$ cat src/fpc_pkg.sv
// Constants for the four-channel pwm core: register indices, field positions, reset values.
// Assumes a single bus clock and a plain index-addressed register port.
package fpc_pkg;
  localparam int NCH = 4;
  localparam logic [4:0] A_CLK = 5'h00;
  localparam logic [4:0] A_POL = 5'h01;
  localparam logic [4:0] A_EN = 5'h02;
  localparam logic [4:0] A_PRES = 5'h03;
  localparam logic [4:0] A_SCL0 = 5'h04;
  localparam logic [4:0] A_SCL1 = 5'h05;
  localparam logic [4:0] A_MODE = 5'h06;
  localparam logic [4:0] A_DIR = 5'h07;
  localparam logic [4:0] A_PORT = 5'h08;
  localparam logic [2:0] G_CNT = 3'h4;
  localparam logic [2:0] G_PER = 3'h5;
  localparam logic [2:0] G_DTY = 3'h6;
  localparam int CLK_CU = 7;
  localparam int CLK_CL = 6;
  localparam int CLK_A_LSB = 3;
  localparam int CLK_B_LSB = 0;
  localparam int POL_SEL_LSB = 4;
  localparam int MODE_CTR = 0;
  localparam logic [7:0] RST_REG = 8'h00;
  localparam logic [7:0] RST_PER = 8'hFF;
  localparam logic [7:0] RST_DTY = 8'hFF;
  localparam logic [6:0] RST_PRES = 7'h00;
endpackage

$ cat src/fpc_pwm_core.sv
// Four-channel pwm core with prescaler, scalers, pair concatenation and port pin takeover.
// Assumes synchronous pin inputs and a master that never issues read and write together.
//
// Strobed register access and the address map were chosen for this implementation.
`timescale 1ns/1ps
module fpc_pwm_core
  import fpc_pkg::*;
(
  input wire logic clock,
  input wire logic rst_n,
  input wire logic [4:0] addr,
  input wire logic [7:0] wr_data,
  input wire logic wr_en,
  input wire logic rd_en,
  output logic [7:0] rd_data,
  input wire logic special_mode_flag,
  input wire logic [3:0] port_pin_in,
  output logic [3:0] port_pin_out,
  output logic [3:0] port_pin_oe
);
  // ==========================================================
  // functions
  function automatic logic pre_tick(input logic [6:0] c, input logic [2:0] f);
    logic [7:0] m;
    m = (8'h01 << f) - 8'h01;
    return (c & m[6:0]) == m[6:0];
  endfunction

  // returns {reload, dir, out, count}
  function automatic logic [18:0] pwm_step(input logic [15:0] c, input logic [15:0] p,
                                           input logic [15:0] d, input logic pol,
                                           input logic ctr, input logic dir, input logic wide);
    logic [15:0] mx;
    logic [15:0] nc;
    logic nd;
    logic rl;
    logic o;
    mx = wide ? 16'hFFFF : 16'h00FF;
    nc = c;
    nd = dir;
    rl = 1'b0;
    if (!ctr) begin
      nd = 1'b0;
      if (c >= p) begin
        nc = 16'h0000;
        rl = 1'b1;
      end else begin
        nc = c + 16'h0001;
      end
    end else if (!dir) begin
      if (c >= p) begin
        nd = (c != 16'h0000);
        rl = (c == 16'h0000);
        nc = (c == 16'h0000) ? 16'h0000 : c - 16'h0001;
      end else begin
        nc = c + 16'h0001;
      end
    end else if (c == 16'h0000) begin
      nd = 1'b0;
      rl = 1'b1;
      nc = (p == 16'h0000) ? 16'h0000 : 16'h0001;
    end else begin
      nc = c - 16'h0001;
    end
    if (d == mx) begin
      o = ~pol;
    end else if (d >= p) begin
      o = pol;
    end else begin
      o = (nc < d) ? pol : ~pol;
    end
    return {rl, nd, o, nc};
  endfunction

  // ==========================================================
  // registers and decode
  logic [7:0] clk_cfg;
  logic [7:0] pol_cfg;
  logic [3:0] en_cfg;
  logic [7:0] scale [2];
  logic mode_cfg;
  logic [3:0] dir_cfg;
  logic [3:0] port_cfg;
  logic [6:0] presc;
  logic [7:0] scl_cnt [2];
  logic [1:0] scl_half;
  logic [7:0] cnt [NCH];
  logic [7:0] per_buf [NCH];
  logic [7:0] per_act [NCH];
  logic [7:0] dty_buf [NCH];
  logic [7:0] dty_act [NCH];
  logic [3:0] cdir;
  logic [3:0] wave;
  logic [3:0] started;

  wire any_en = |en_cfg;
  wire center = mode_cfg;
  wire [1:0] concat = {clk_cfg[CLK_CU], clk_cfg[CLK_CL]};
  wire [1:0] base_tick;
  wire [1:0] s_tick;
  wire [1:0] wr_scl;
  wire [3:0] sel_tick;
  wire [3:0] lane_en;
  wire [3:0] adv;
  wire [3:0] ld;
  wire [3:0] wr_cnt;
  wire [3:0] wr_per;
  wire [3:0] wr_dty;
  wire [3:0] nxt_dir;
  wire [3:0] nxt_wave;
  wire [7:0] nxt_cnt [NCH];
  wire [7:0] nxt_per [NCH];
  wire [7:0] nxt_dty [NCH];
  wire [2:0] grp = addr[4:2];
  wire [1:0] idx = addr[1:0];
  wire wr_pres = wr_en && addr == A_PRES;

  // prescaler stops with every channel off
  assign base_tick[0] = any_en & pre_tick(presc, clk_cfg[CLK_A_LSB +: 3]);
  assign base_tick[1] = any_en & pre_tick(presc, clk_cfg[CLK_B_LSB +: 3]);
  assign wr_scl[0] = wr_en && addr == A_SCL0;
  assign wr_scl[1] = wr_en && addr == A_SCL1;

  genvar s;
  generate
    for (s = 0; s < 2; s++) begin : g_scl
      // scaled clock: base divided by scale plus one, then halved
      assign s_tick[s] = base_tick[s] & (scl_cnt[s] == 8'h00) & scl_half[s];
    end
  endgenerate

  genvar c;
  generate
    for (c = 0; c < NCH; c++) begin : g_ch
      wire take = en_cfg[c] & ~(concat[c / 2] & 1'(c % 2));
      // clock select: base clock of the pair or its scaled clock
      assign sel_tick[c] = pol_cfg[POL_SEL_LSB + c] ? s_tick[c / 2] : base_tick[c / 2];
      assign wr_cnt[c] = wr_en && addr == {G_CNT, 2'(c)};
      assign wr_per[c] = wr_en && addr == {G_PER, 2'(c)};
      assign wr_dty[c] = wr_en && addr == {G_DTY, 2'(c)};
      assign nxt_per[c] = wr_per[c] ? wr_data : per_buf[c];
      assign nxt_dty[c] = wr_dty[c] ? wr_data : dty_buf[c];
      // enabled channel owns the pin, except the odd channel of a joined pair; direction bit untouched
      assign port_pin_oe[c] = take | dir_cfg[c];
      assign port_pin_out[c] = take ? (started[c] ? wave[c] : pol_cfg[c]) : port_cfg[c];
    end
  endgenerate

  // ==========================================================
  // channel pairs: two 8-bit lanes or one 16-bit lane
  genvar p;
  generate
    for (p = 0; p < 2; p++) begin : g_pair
      localparam int H = 2 * p;
      localparam int L = 2 * p + 1;
      wire [18:0] r_h;
      wire [18:0] r_l;
      wire [18:0] r_w;
      // joined pair runs on the low channel's clock selection
      wire t_w = en_cfg[H] & sel_tick[L];
      wire ld_w = (t_w & r_w[18]) | wr_cnt[H] | wr_cnt[L];
      assign r_h = pwm_step({8'h00, cnt[H]}, {8'h00, per_act[H]}, {8'h00, dty_act[H]},
                            pol_cfg[H], center, cdir[H], 1'b0);
      assign r_l = pwm_step({8'h00, cnt[L]}, {8'h00, per_act[L]}, {8'h00, dty_act[L]},
                            pol_cfg[L], center, cdir[L], 1'b0);
      assign r_w = pwm_step({cnt[H], cnt[L]}, {per_act[H], per_act[L]}, {dty_act[H], dty_act[L]},
                            pol_cfg[H], center, cdir[H], 1'b1);
      assign lane_en[H] = en_cfg[H];
      assign lane_en[L] = concat[p] ? en_cfg[H] : en_cfg[L];
      assign adv[H] = concat[p] ? t_w : en_cfg[H] & sel_tick[H];
      assign adv[L] = concat[p] ? t_w : en_cfg[L] & sel_tick[L];
      assign ld[H] = concat[p] ? ld_w : (adv[H] & r_h[18]) | wr_cnt[H];
      assign ld[L] = concat[p] ? ld_w : (adv[L] & r_l[18]) | wr_cnt[L];
      assign nxt_cnt[H] = concat[p] ? r_w[15:8] : r_h[7:0];
      assign nxt_cnt[L] = concat[p] ? r_w[7:0] : r_l[7:0];
      assign nxt_dir[H] = concat[p] ? r_w[17] : r_h[17];
      assign nxt_dir[L] = r_l[17];
      assign nxt_wave[H] = concat[p] ? r_w[16] : r_h[16];
      assign nxt_wave[L] = r_l[16];
    end
  endgenerate

  // ==========================================================
  // configuration registers
  always_ff @(posedge clock or negedge rst_n) begin
    if (!rst_n) begin
      clk_cfg <= RST_REG;
      pol_cfg <= RST_REG;
      en_cfg <= RST_REG[3:0];
      mode_cfg <= RST_REG[0];
      dir_cfg <= RST_REG[3:0];
      port_cfg <= RST_REG[3:0];
      scale[0] <= RST_REG;
      scale[1] <= RST_REG;
    end else begin
      if (wr_en && addr == A_CLK) clk_cfg <= wr_data;
      if (wr_en && addr == A_POL) pol_cfg <= wr_data;
      if (wr_en && addr == A_EN) en_cfg <= wr_data[3:0];
      if (wr_en && addr == A_MODE) mode_cfg <= wr_data[MODE_CTR];
      if (wr_en && addr == A_DIR) dir_cfg <= wr_data[3:0];
      if (wr_en && addr == A_PORT) port_cfg <= wr_data[3:0];
      if (wr_scl[0]) scale[0] <= wr_data;
      if (wr_scl[1]) scale[1] <= wr_data;
    end
  end

  // ==========================================================
  // prescale counter and scalers
  always_ff @(posedge clock or negedge rst_n) begin
    if (!rst_n) begin
      presc <= RST_PRES;
      scl_cnt[0] <= RST_REG;
      scl_cnt[1] <= RST_REG;
      scl_half <= 2'h0;
    end else begin
      if (wr_pres && special_mode_flag) begin
        presc <= wr_data[6:0];
      end else if (any_en) begin
        presc <= presc + 7'h01;
      end
      for (int i = 0; i < 2; i++) begin
        if (wr_scl[i]) begin
          scl_cnt[i] <= wr_data;
        end else if (base_tick[i]) begin
          scl_cnt[i] <= (scl_cnt[i] == 8'h00) ? scale[i] : scl_cnt[i] - 8'h01;
          if (scl_cnt[i] == 8'h00) scl_half[i] <= ~scl_half[i];
        end
      end
    end
  end

  // ==========================================================
  // channel state
  always_ff @(posedge clock or negedge rst_n) begin
    if (!rst_n) begin
      for (int i = 0; i < NCH; i++) begin
        cnt[i] <= RST_REG;
        per_buf[i] <= RST_PER;
        per_act[i] <= RST_PER;
        dty_buf[i] <= RST_DTY;
        dty_act[i] <= RST_DTY;
      end
      cdir <= 4'h0;
      wave <= 4'h0;
      started <= 4'h0;
    end else begin
      for (int i = 0; i < NCH; i++) begin
        per_buf[i] <= nxt_per[i];
        dty_buf[i] <= nxt_dty[i];
        // disabled lanes follow the buffer; enabled ones take it on rollover
        if (!lane_en[i] || ld[i]) begin
          per_act[i] <= nxt_per[i];
          dty_act[i] <= nxt_dty[i];
        end
        if (wr_cnt[i]) begin
          cnt[i] <= 8'h00;
          cdir[i] <= 1'b0;
        end else if (adv[i]) begin
          cnt[i] <= nxt_cnt[i];
          cdir[i] <= nxt_dir[i];
        end
        if (adv[i]) wave[i] <= nxt_wave[i];
        if (!lane_en[i]) begin
          started[i] <= 1'b0;
        end else if (adv[i]) begin
          started[i] <= 1'b1;
        end
      end
    end
  end

  // ==========================================================
  // read port
  wire [7:0] rd_val =
    (addr == A_CLK) ? clk_cfg :
    (addr == A_POL) ? pol_cfg :
    (addr == A_EN) ? {4'h0, en_cfg} :
    (addr == A_PRES) ? {1'b0, presc} :
    (addr == A_SCL0) ? scale[0] :
    (addr == A_SCL1) ? scale[1] :
    (addr == A_MODE) ? {7'h00, mode_cfg} :
    (addr == A_DIR) ? {4'h0, dir_cfg} :
    (addr == A_PORT) ? {4'h0, port_pin_in} :
    (grp == G_CNT) ? cnt[idx] :
    (grp == G_PER) ? per_buf[idx] :
    (grp == G_DTY) ? dty_buf[idx] : 8'h00;

  always_ff @(posedge clock or negedge rst_n) begin
    if (!rst_n) begin
      rd_data <= 8'h00;
    end else begin
      rd_data <= rd_en ? rd_val : 8'h00;
    end
  end

  // ==========================================================
  // assertions
  property p_pres_locked;
    @(posedge clock) disable iff (!rst_n)
    (wr_pres && !special_mode_flag && !any_en) |=> presc == $past(presc);
  endproperty
  a_pres_locked: assert property (p_pres_locked) else $error("prescale took a locked write");

  property p_pres_load;
    @(posedge clock) disable iff (!rst_n)
    (wr_pres && special_mode_flag) |=> presc == $past(wr_data[6:0]);
  endproperty
  a_pres_load: assert property (p_pres_load) else $error("prescale special write lost");

  property p_pres_stop;
    @(posedge clock) disable iff (!rst_n)
    (!any_en && !wr_pres) |=> $stable(presc);
  endproperty
  a_pres_stop: assert property (p_pres_stop) else $error("prescale ran with all channels off");

  property p_cnt_clear;
    @(posedge clock) disable iff (!rst_n)
    wr_cnt[0] |=> cnt[0] == 8'h00;
  endproperty
  a_cnt_clear: assert property (p_cnt_clear) else $error("counter write did not clear");

  property p_per_direct;
    @(posedge clock) disable iff (!rst_n)
    (wr_per[0] && !lane_en[0]) |=> per_act[0] == $past(wr_data);
  endproperty
  a_per_direct: assert property (p_per_direct) else $error("disabled period write not direct");

  property p_per_held;
    @(posedge clock) disable iff (!rst_n)
    (wr_per[0] && lane_en[0] && !ld[0]) |=> per_act[0] == $past(per_act[0]);
  endproperty
  a_per_held: assert property (p_per_held) else $error("enabled period write not buffered");

  property p_pin_take;
    @(posedge clock) disable iff (!rst_n)
    (en_cfg[0] && !dir_cfg[0]) |-> port_pin_oe[0];
  endproperty
  a_pin_take: assert property (p_pin_take) else $error("enabled channel pin not driven");

  property p_tick_a;
    @(posedge clock) disable iff (!rst_n)
    (any_en && clk_cfg[CLK_A_LSB +: 3] == 3'h0) |-> base_tick[0] ##1 (base_tick[0] || !any_en);
  endproperty
  a_tick_a: assert property (p_tick_a) else $error("undivided clock A missed a tick");

  property p_duty_full;
    @(posedge clock) disable iff (!rst_n)
    (adv[0] && !concat[0] && dty_act[0] == 8'hFF) |=> wave[0] == !$past(pol_cfg[0]);
  endproperty
  a_duty_full: assert property (p_duty_full) else $error("all-ones duty not inverted");
endmodule

$ cat config.mk
export PLATFORM = sky130hd
export DESIGN_NAME = fpc_pwm_core
export DESIGN_NICKNAME = d
export VERILOG_FILES = /design/src/fpc_pkg.sv /design/src/fpc_pwm_core.sv
export SDC_FILE = /design/constraint.sdc
export NUM_CORES = 1
export LEC_CHECK = 0
export BUFFER_PORTS_ARGS = -buffer_cell sky130_fd_sc_hd__buf_2
export CAP_MARGIN = 20
export CORE_MARGIN = 1.5
export CORE_UTILIZATION = 45
export DETAILED_ROUTE_END_ITERATION = 16
export GPL_ROUTABILITY_DRIVEN = 0
export SLEW_MARGIN = 20
export SYNTH_ARGS = -nofsm -noshare
export SYNTH_HDL_FRONTEND = slang
export SYNTH_SLANG_ARGS = --single-unit
$ cat constraint.sdc
create_clock -name clock -period 5.4 [get_ports clock]
set_input_delay 0.54 -clock clock [delete_from_list [all_inputs] [get_ports clock]]
set_output_delay 0.54 -clock clock [all_outputs]
set_load 0.005 [all_outputs]
## Word level (Yosys, flattened, before mapping)

Cells that the tools add are included.

- Register bits after elaboration: 250
- Input port bits: 22
- Output and inout port bits: 16

- Add/sub/neg operators: 17
- Order comparisons: 19
- Eq/ne operators: 35
- Shifts and indexed selects: 2
- Mux-type cells: 206
- Bitwise gates (word level): 45
- Reductions and logical operators: 61

Operators by type and width:

| cell | count |
|---|---|
| 16-bit 2-to-1 mux | 32 |
| 8-bit 2-to-1 mux | 45 |
| 1-bit 2-to-1 mux | 120 |
| 8-bit zero test | 10 |
| 16-bit >= comparator | 4 |
| 8-bit >= comparator | 8 |
| 16-bit zero test | 4 |
| 16-bit by 8-bit < comparator with 1-bit output | 4 |
| 5-bit equality test (second input constant) | 12 |
| 8-bit binary-select mux with 2-bit select | 3 |
| 8-bit by 1-bit adder with 9-bit output (second input constant) | 4 |
| 9-bit 2-to-1 mux | 4 |
| 8-bit by 1-bit subtractor with 9-bit output (second input constant) | 4 |
| 16-bit by 1-bit adder with 16-bit output (second input constant) | 2 |
| 16-bit equality test (second input constant) | 2 |
| 8-bit equality test (second input constant) | 4 |
| 16-bit < comparator | 2 |
| 16-bit nonzero test | 2 |
| 8-bit nonzero test | 4 |
| 16-bit by 1-bit subtractor with 16-bit output (second input constant) | 2 |
| 1-bit logical AND | 22 |
| 1-bit bitwise AND | 20 |
| 5-bit by 3-bit equality test with 1-bit output (second input constant) | 4 |
| 8-bit by 1-bit subtractor with 8-bit output (second input constant) | 2 |
| 21 further kinds | 65 |

## Longest topological paths before layout

- Depth after elaboration: 17
- Mapped depth: 21
- Mapped depth without buffers: 19

## Least setup slack after synthesis

Ideal clock, no wire load.

- Path kind: reg-to-reg
- From: register cnt[16] (netlist name)
- To: register wave[0]
- Library setup time: 0.065 ns
- Data arrival time: 4.120 ns
- Required time: 5.335 ns
- Path slack: 1.215 ns
- Stages on the path, launching flop included: 21
- Buffers on the path: 2
- Period minus slack after synthesis: 4.185 ns
- Path through: dfrtp_1 -> clkbuf_1 -> inv_1 -> ha_1 -> nand2b_4 -> a2111oi_4 -> o21ai_0 -> a211oi_1 -> nor2_1 -> buf_2 -> a32oi_1 -> mux2i_1 -> ha_1 -> a21o_1 -> a21o_1 -> a211oi_1 -> o21ai_0 -> o211ai_1 -> o211ai_1 -> mux2_2 -> nand2_1

- Cells in the longest elaborated chain, start to end: 10
- Elaborated cells between the ends (all ways): 15
- Classes of those cells: add/sub (2); order compare (2); mux (10); reduce/logical (1)

Ends and longest elaborated chain:

| what | line | text |
|---|---|---|
| start, declared | fpc_pwm_core.sv:87 | `logic [7:0] cnt [NCH];` |
| start signal, assigned by index | fpc_pwm_core.sv:259 | `cnt[i] <= nxt_cnt[i];` |
| 16-bit by 1-bit subtractor with 16-bit output / 16-bit zero test (equally long branches) | fpc_pwm_core.sv:54, fpc_pwm_core.sv:63, fpc_pwm_core.sv:58 |  |
| 16-bit 2-to-1 mux | fpc_pwm_core.sv:54 | `nc = (c == 16'h0000) ? 16'h0000 : c - 16'h0001;` |
| 16-bit 2-to-1 mux | fpc_pwm_core.sv:51 | `if (c >= p) begin` |
| 16-bit 2-to-1 mux | fpc_pwm_core.sv:50 | `end else if (!dir) begin` |
| 16-bit 2-to-1 mux * | fpc_pwm_core.sv:42 | `if (!ctr) begin` |
| 16-bit < comparator * | fpc_pwm_core.sv:70 | `o = (nc < d) ? pol : ~pol;` |
| 1-bit 2-to-1 mux * | fpc_pwm_core.sv:70 |  |
| 1-bit 2-to-1 mux * | fpc_pwm_core.sv:67 | `end else if (d >= p) begin` |
| 1-bit 2-to-1 mux * | fpc_pwm_core.sv:65 | `if (d == mx) begin` |
| 1-bit 2-to-1 mux * | fpc_pwm_core.sv:178 | `assign nxt_wave[H] = concat[p] ? r_w[16] : r_h[16];` |
| end signal, assigned by index | fpc_pwm_core.sv:262 | `if (adv[i]) wave[i] <= nxt_wave[i];` |
| end, declared | fpc_pwm_core.sv:93 | `logic [3:0] wave;` |

Every way passes the cells marked *; elsewhere a longest branch is shown, timed or not.
A chain may end at the register's enable or synchronous reset.

## Worst setup path in the final report

Ends and elaborated chain as after synthesis.

==> metrics.md <==
| Metric | Value |
|---|---|
| Most frequent CP cell | ha_1 |
| Port buffer count | 37 |
| Final Core Density | 49.7% |
| Outcome | finished, final reports clean |
| Initial core utilization | 45.4% |
| Max-Cap Viols | 0 |
| Synth Warn # | 0 |
| Pin count of the biggest net entering global routing | 159 |
| Slew HR | 30.7% |
| Vias in the first global route | 15900 |
| Mapped cell area | 18500 um2 |
| Unrepaired setup endpoints after global routing | false |
| Synth area leaders | dfstp_2 (18%), dfrtp_1 (17%), ha_1 (9.6%), mux2_2 (9.0%), nand2_1 (4.2%) |
| Met3 wire length | 4.51 mm |
| First-pass GRT wire length | 96.5 mm |
| DRT antenna net count | 0 |
| Synth Area per Inst | 9.35 um2 |
| CTS H-tree depth | 1 |
| HP Class | in2reg |
| CTS buffer count | 30 |
| Largest fanout on the critical path | 13 |
| Synth top area share | 18.2% |
| Remaining DRCs | 0 |
| Crit-path max cell delay | 0.57 ns |
| Post-synth top flop | dfstp_2 |
| WP buf/inv | 1 |
| Seq/Total Area, Yosys | 34.8% |
| Core ar. | 40600 um2 |
| Clock sinks | 250 |
| Fin area | 20200 um2 |
| Crit path capture type | register |
| Max clock buf depth | 3 |
| Netlist cell types | 90 |
| Top delay family on crit path | compound AO/OA/AOI/OAI gates |
| DP Area | 19200 um2 |
| CTS root buffer | clkbuf_16 |
| I/O pins | 38 |
| Metal1 wirelength | 26.6 mm |
| Crit Path Class | reg2reg |
| Pre-CTS setup slack | 0.645 ns |
| Post-CTS Setup Inserts | 0 |
| Die Outline Area | 42200 um2 |
| Max VDD drop | 0.414 mV |
| Fmax | 207 MHz |
| Syn Inst Count | 1975 |
| DIE HEIGHT | 206 um |
| DP Wirelength | 47.5 mm |
| Worst Setup Slack, final | 0.561 ns |
| Clk slew on worst S/H paths | 0.07 ns |
| Worst-Skew Late Latency | 0.58 ns |
| Routed WL | 62.9 mm |
| Area growth from synthesis to layout | 9.40% |
| Wire per inst | 24.8 um |
| Setup TNS | 0 ns |
| Nets | 2142 |
| P_leak | 8.55 nW |
| Overflow after GRT | 0 |
| Crit path required time | 5.92 ns |
| Met2 WL | 28.5 mm |
| Yosys reg bits | 250 |
| Max Used Layer | met4 |
| Initial DRC Count | 1813 |
| CP Launch Type | register |
| Die Width | 206 um |
| Initial antenna violation count | 2 |
| Async set-or-reset flop fraction in the synthesized netlist | 100% |
| Row Count | 74 |
| Pwr dens | 631 nW/um2 |
| Final Slew Violations | 0 |
| Final hold vios | 0 |
| Number of flops mapped to enable cells by yosys | 0 |
| Routed via count | 16600 |
| Crit path DAT | 5.36 ns |
| Worst Skew | 0.0153 ns |
| Final period util | 89.6% |
| Yosys top cell by area | dfstp_2 |
| First drt pass iteration count | 5 |
| Worst path slowest cell | dfrtp_1 |
| Finish-stage setup viols | 0 |
| Worst path cell trace | inv_1 -> ha_1 -> nand2b_4 -> a2111oi_4 -> o21ai_0 -> a211oi_1 -> or2_2 -> o22ai_1 -> a221o_1 -> ha_1 -> a211o_1 -> nor2_1 -> nor4bb_1 -> o211ai_1 -> mux2_2 -> nand2_1 |
| Layout cell share with drive strength beyond 1 | 23.0% |
| Routed vias/inst | 6.53 |
| Slew of the pin with the lowest slew margin | 1.03 ns |
| Total track usage | 29.9% |
| Mapped Nets | 2138 |
| TritonCTS clock tree | built |
| Time the worst path needs with I/O delays and setup | 4.84 ns |
## cells in the final DEF (no fill, tap or decap), types with 17 or more instances in the layout
cell type  instances
dfrtp_1          122
ha_1             141
mux4_2            25
nor3_1            45
a21oi_1          123
dfstp_2          128
mux2i_1           26
a22oi_1           19
o211ai_1          17
nand4_1           24
o22ai_1           24
a21o_1            20
nor2_1           125
o21ai_0          103
nand2_1          208
and3_1            22
nand3_1           57
a221oi_1          33
buf_4             33
a31oi_1           22
a211oi_1          31
or3_1             19
inv_1            110
clkbuf_16         31
mux2_2           147
buf_2             36
## worst reg2reg max path, stage by stage (launching register included)
cell	delay [ns]
dfrtp_1	0.57
inv_1	0.23
ha_1	0.34
nand2b_4	0.15
a2111oi_4	0.41
o21ai_0	0.21
a211oi_1	0.54
or2_2	0.40
o22ai_1	0.13
a221o_1	0.34
ha_1	0.30
a211o_1	0.32
nor2_1	0.08
nor4bb_1	0.27
o211ai_1	0.13
mux2_2	0.29
nand2_1	0.06
## flip-flops by register name (all words and copies together) (netlist names)
name,flops
presc,7
started,4
clk_cfg,8
en_cfg,4
dty_act,32
cdir,4
scale,16
dty_buf,32
cnt,32
dir_cfg,4
port_cfg,4
wave,4
pol_cfg,8
scl_half,2
per_act,32
per_buf,32
scl_cnt,16
rd_data,8
center,1
## per-stage QoR
step	hold slack (ns)	total power [W]	cells
after floorplan	0.244	0.00829	1975
after global placement	0.456	0.0103	2478
after detailed placement	0.457	0.0104	2478
after CTS	0.241	0.0126	2533
after global routing	0.253	0.0136	2534
final	0.273	0.0127	2535
## per-layer routing
layer,up-vias,global-route usage [%]
met5,-,0
met1,8146,40.4
li1,7427,-
met3,197,3.96
met4,0,14.2
met2,787,47.4
## cells in the mapped netlist (all sizes together) (6+ instances only)
library cell  instances
o221ai               14
clkbuf               82
a211o                11
xor2                  9
a2111oi               6
ha                  141
o21a                 15
nand3                57
nor2                126
nand4                24
or3                  19
buf                  18
nor4                 18
a21oi               126
a21o                 20
nand2b               16
a211oi               32
and4                  6
and3                 22
o22a                 10
inv                 110
or2                   7
dfrtp               122
a32o                  6
o211ai               17
dfstp               128
nor2b                16
nor3                 45
a31oi                22
a32oi                 6
a221oi               33
o32ai                 6
mux4                 25
nand2               208
o21ai               106
mux2                159
a22oi                20
xnor2                10
a22o                  6
mux2i                26
and2                 19
or4                   6
a2bb2oi               7
o22ai                24
## cell families after synthesis
family	count (synthesis)	share of synthesized area, %
flops	250	34.8
compound gates	542	20.2
buf+inv	211	4.55
mux	210	14.4
simple gates	602	15.7
fa+ha+maj	141	9.56
xor+xnor	19	0.902
## final timing paths
path | startpoint | to | slack [ns] | cells past startpoint
setup / recovery | cnt[16] | wave[0] | 0.56 | 16
setup reg to reg | cnt[16] | wave[0] | 0.56 | 16
min in group asynchronous | rst_n | cnt[29] | 0.53 | 2
hold reg to reg | scl_half[0] | scl_half[0] | 0.46 | 1
hold / removal | rd_en | rd_data[2] | 0.27 | 2
max in group asynchronous | rst_n | scl_cnt[6] | 3.57 | 3
## power by group
part / switching [W] / internal (W)
Sequential: 0.000813 / 0.00264
Combinational: 0.00431 / 0.00289
Clock: 0.000845 / 0.00124
## final cells by class
cell class	count	area, um2
Antenna cell	2	5.00
Clock buffer	39	846
Clock inverter	15	166
Fill cell	3799	20500
Inverter	111	417
Multi-Input combinational cell	1514	11200
Sequential cell	250	6420
Tap cell	532	666
Timing Repair Buffer	72	473
## repair_timing
item,in CTS,in global routing
hold buffers,1,0
hold endpoints to repair,2,0
gates resized for setup,0,0
Power figures use the tool's default switching activity.
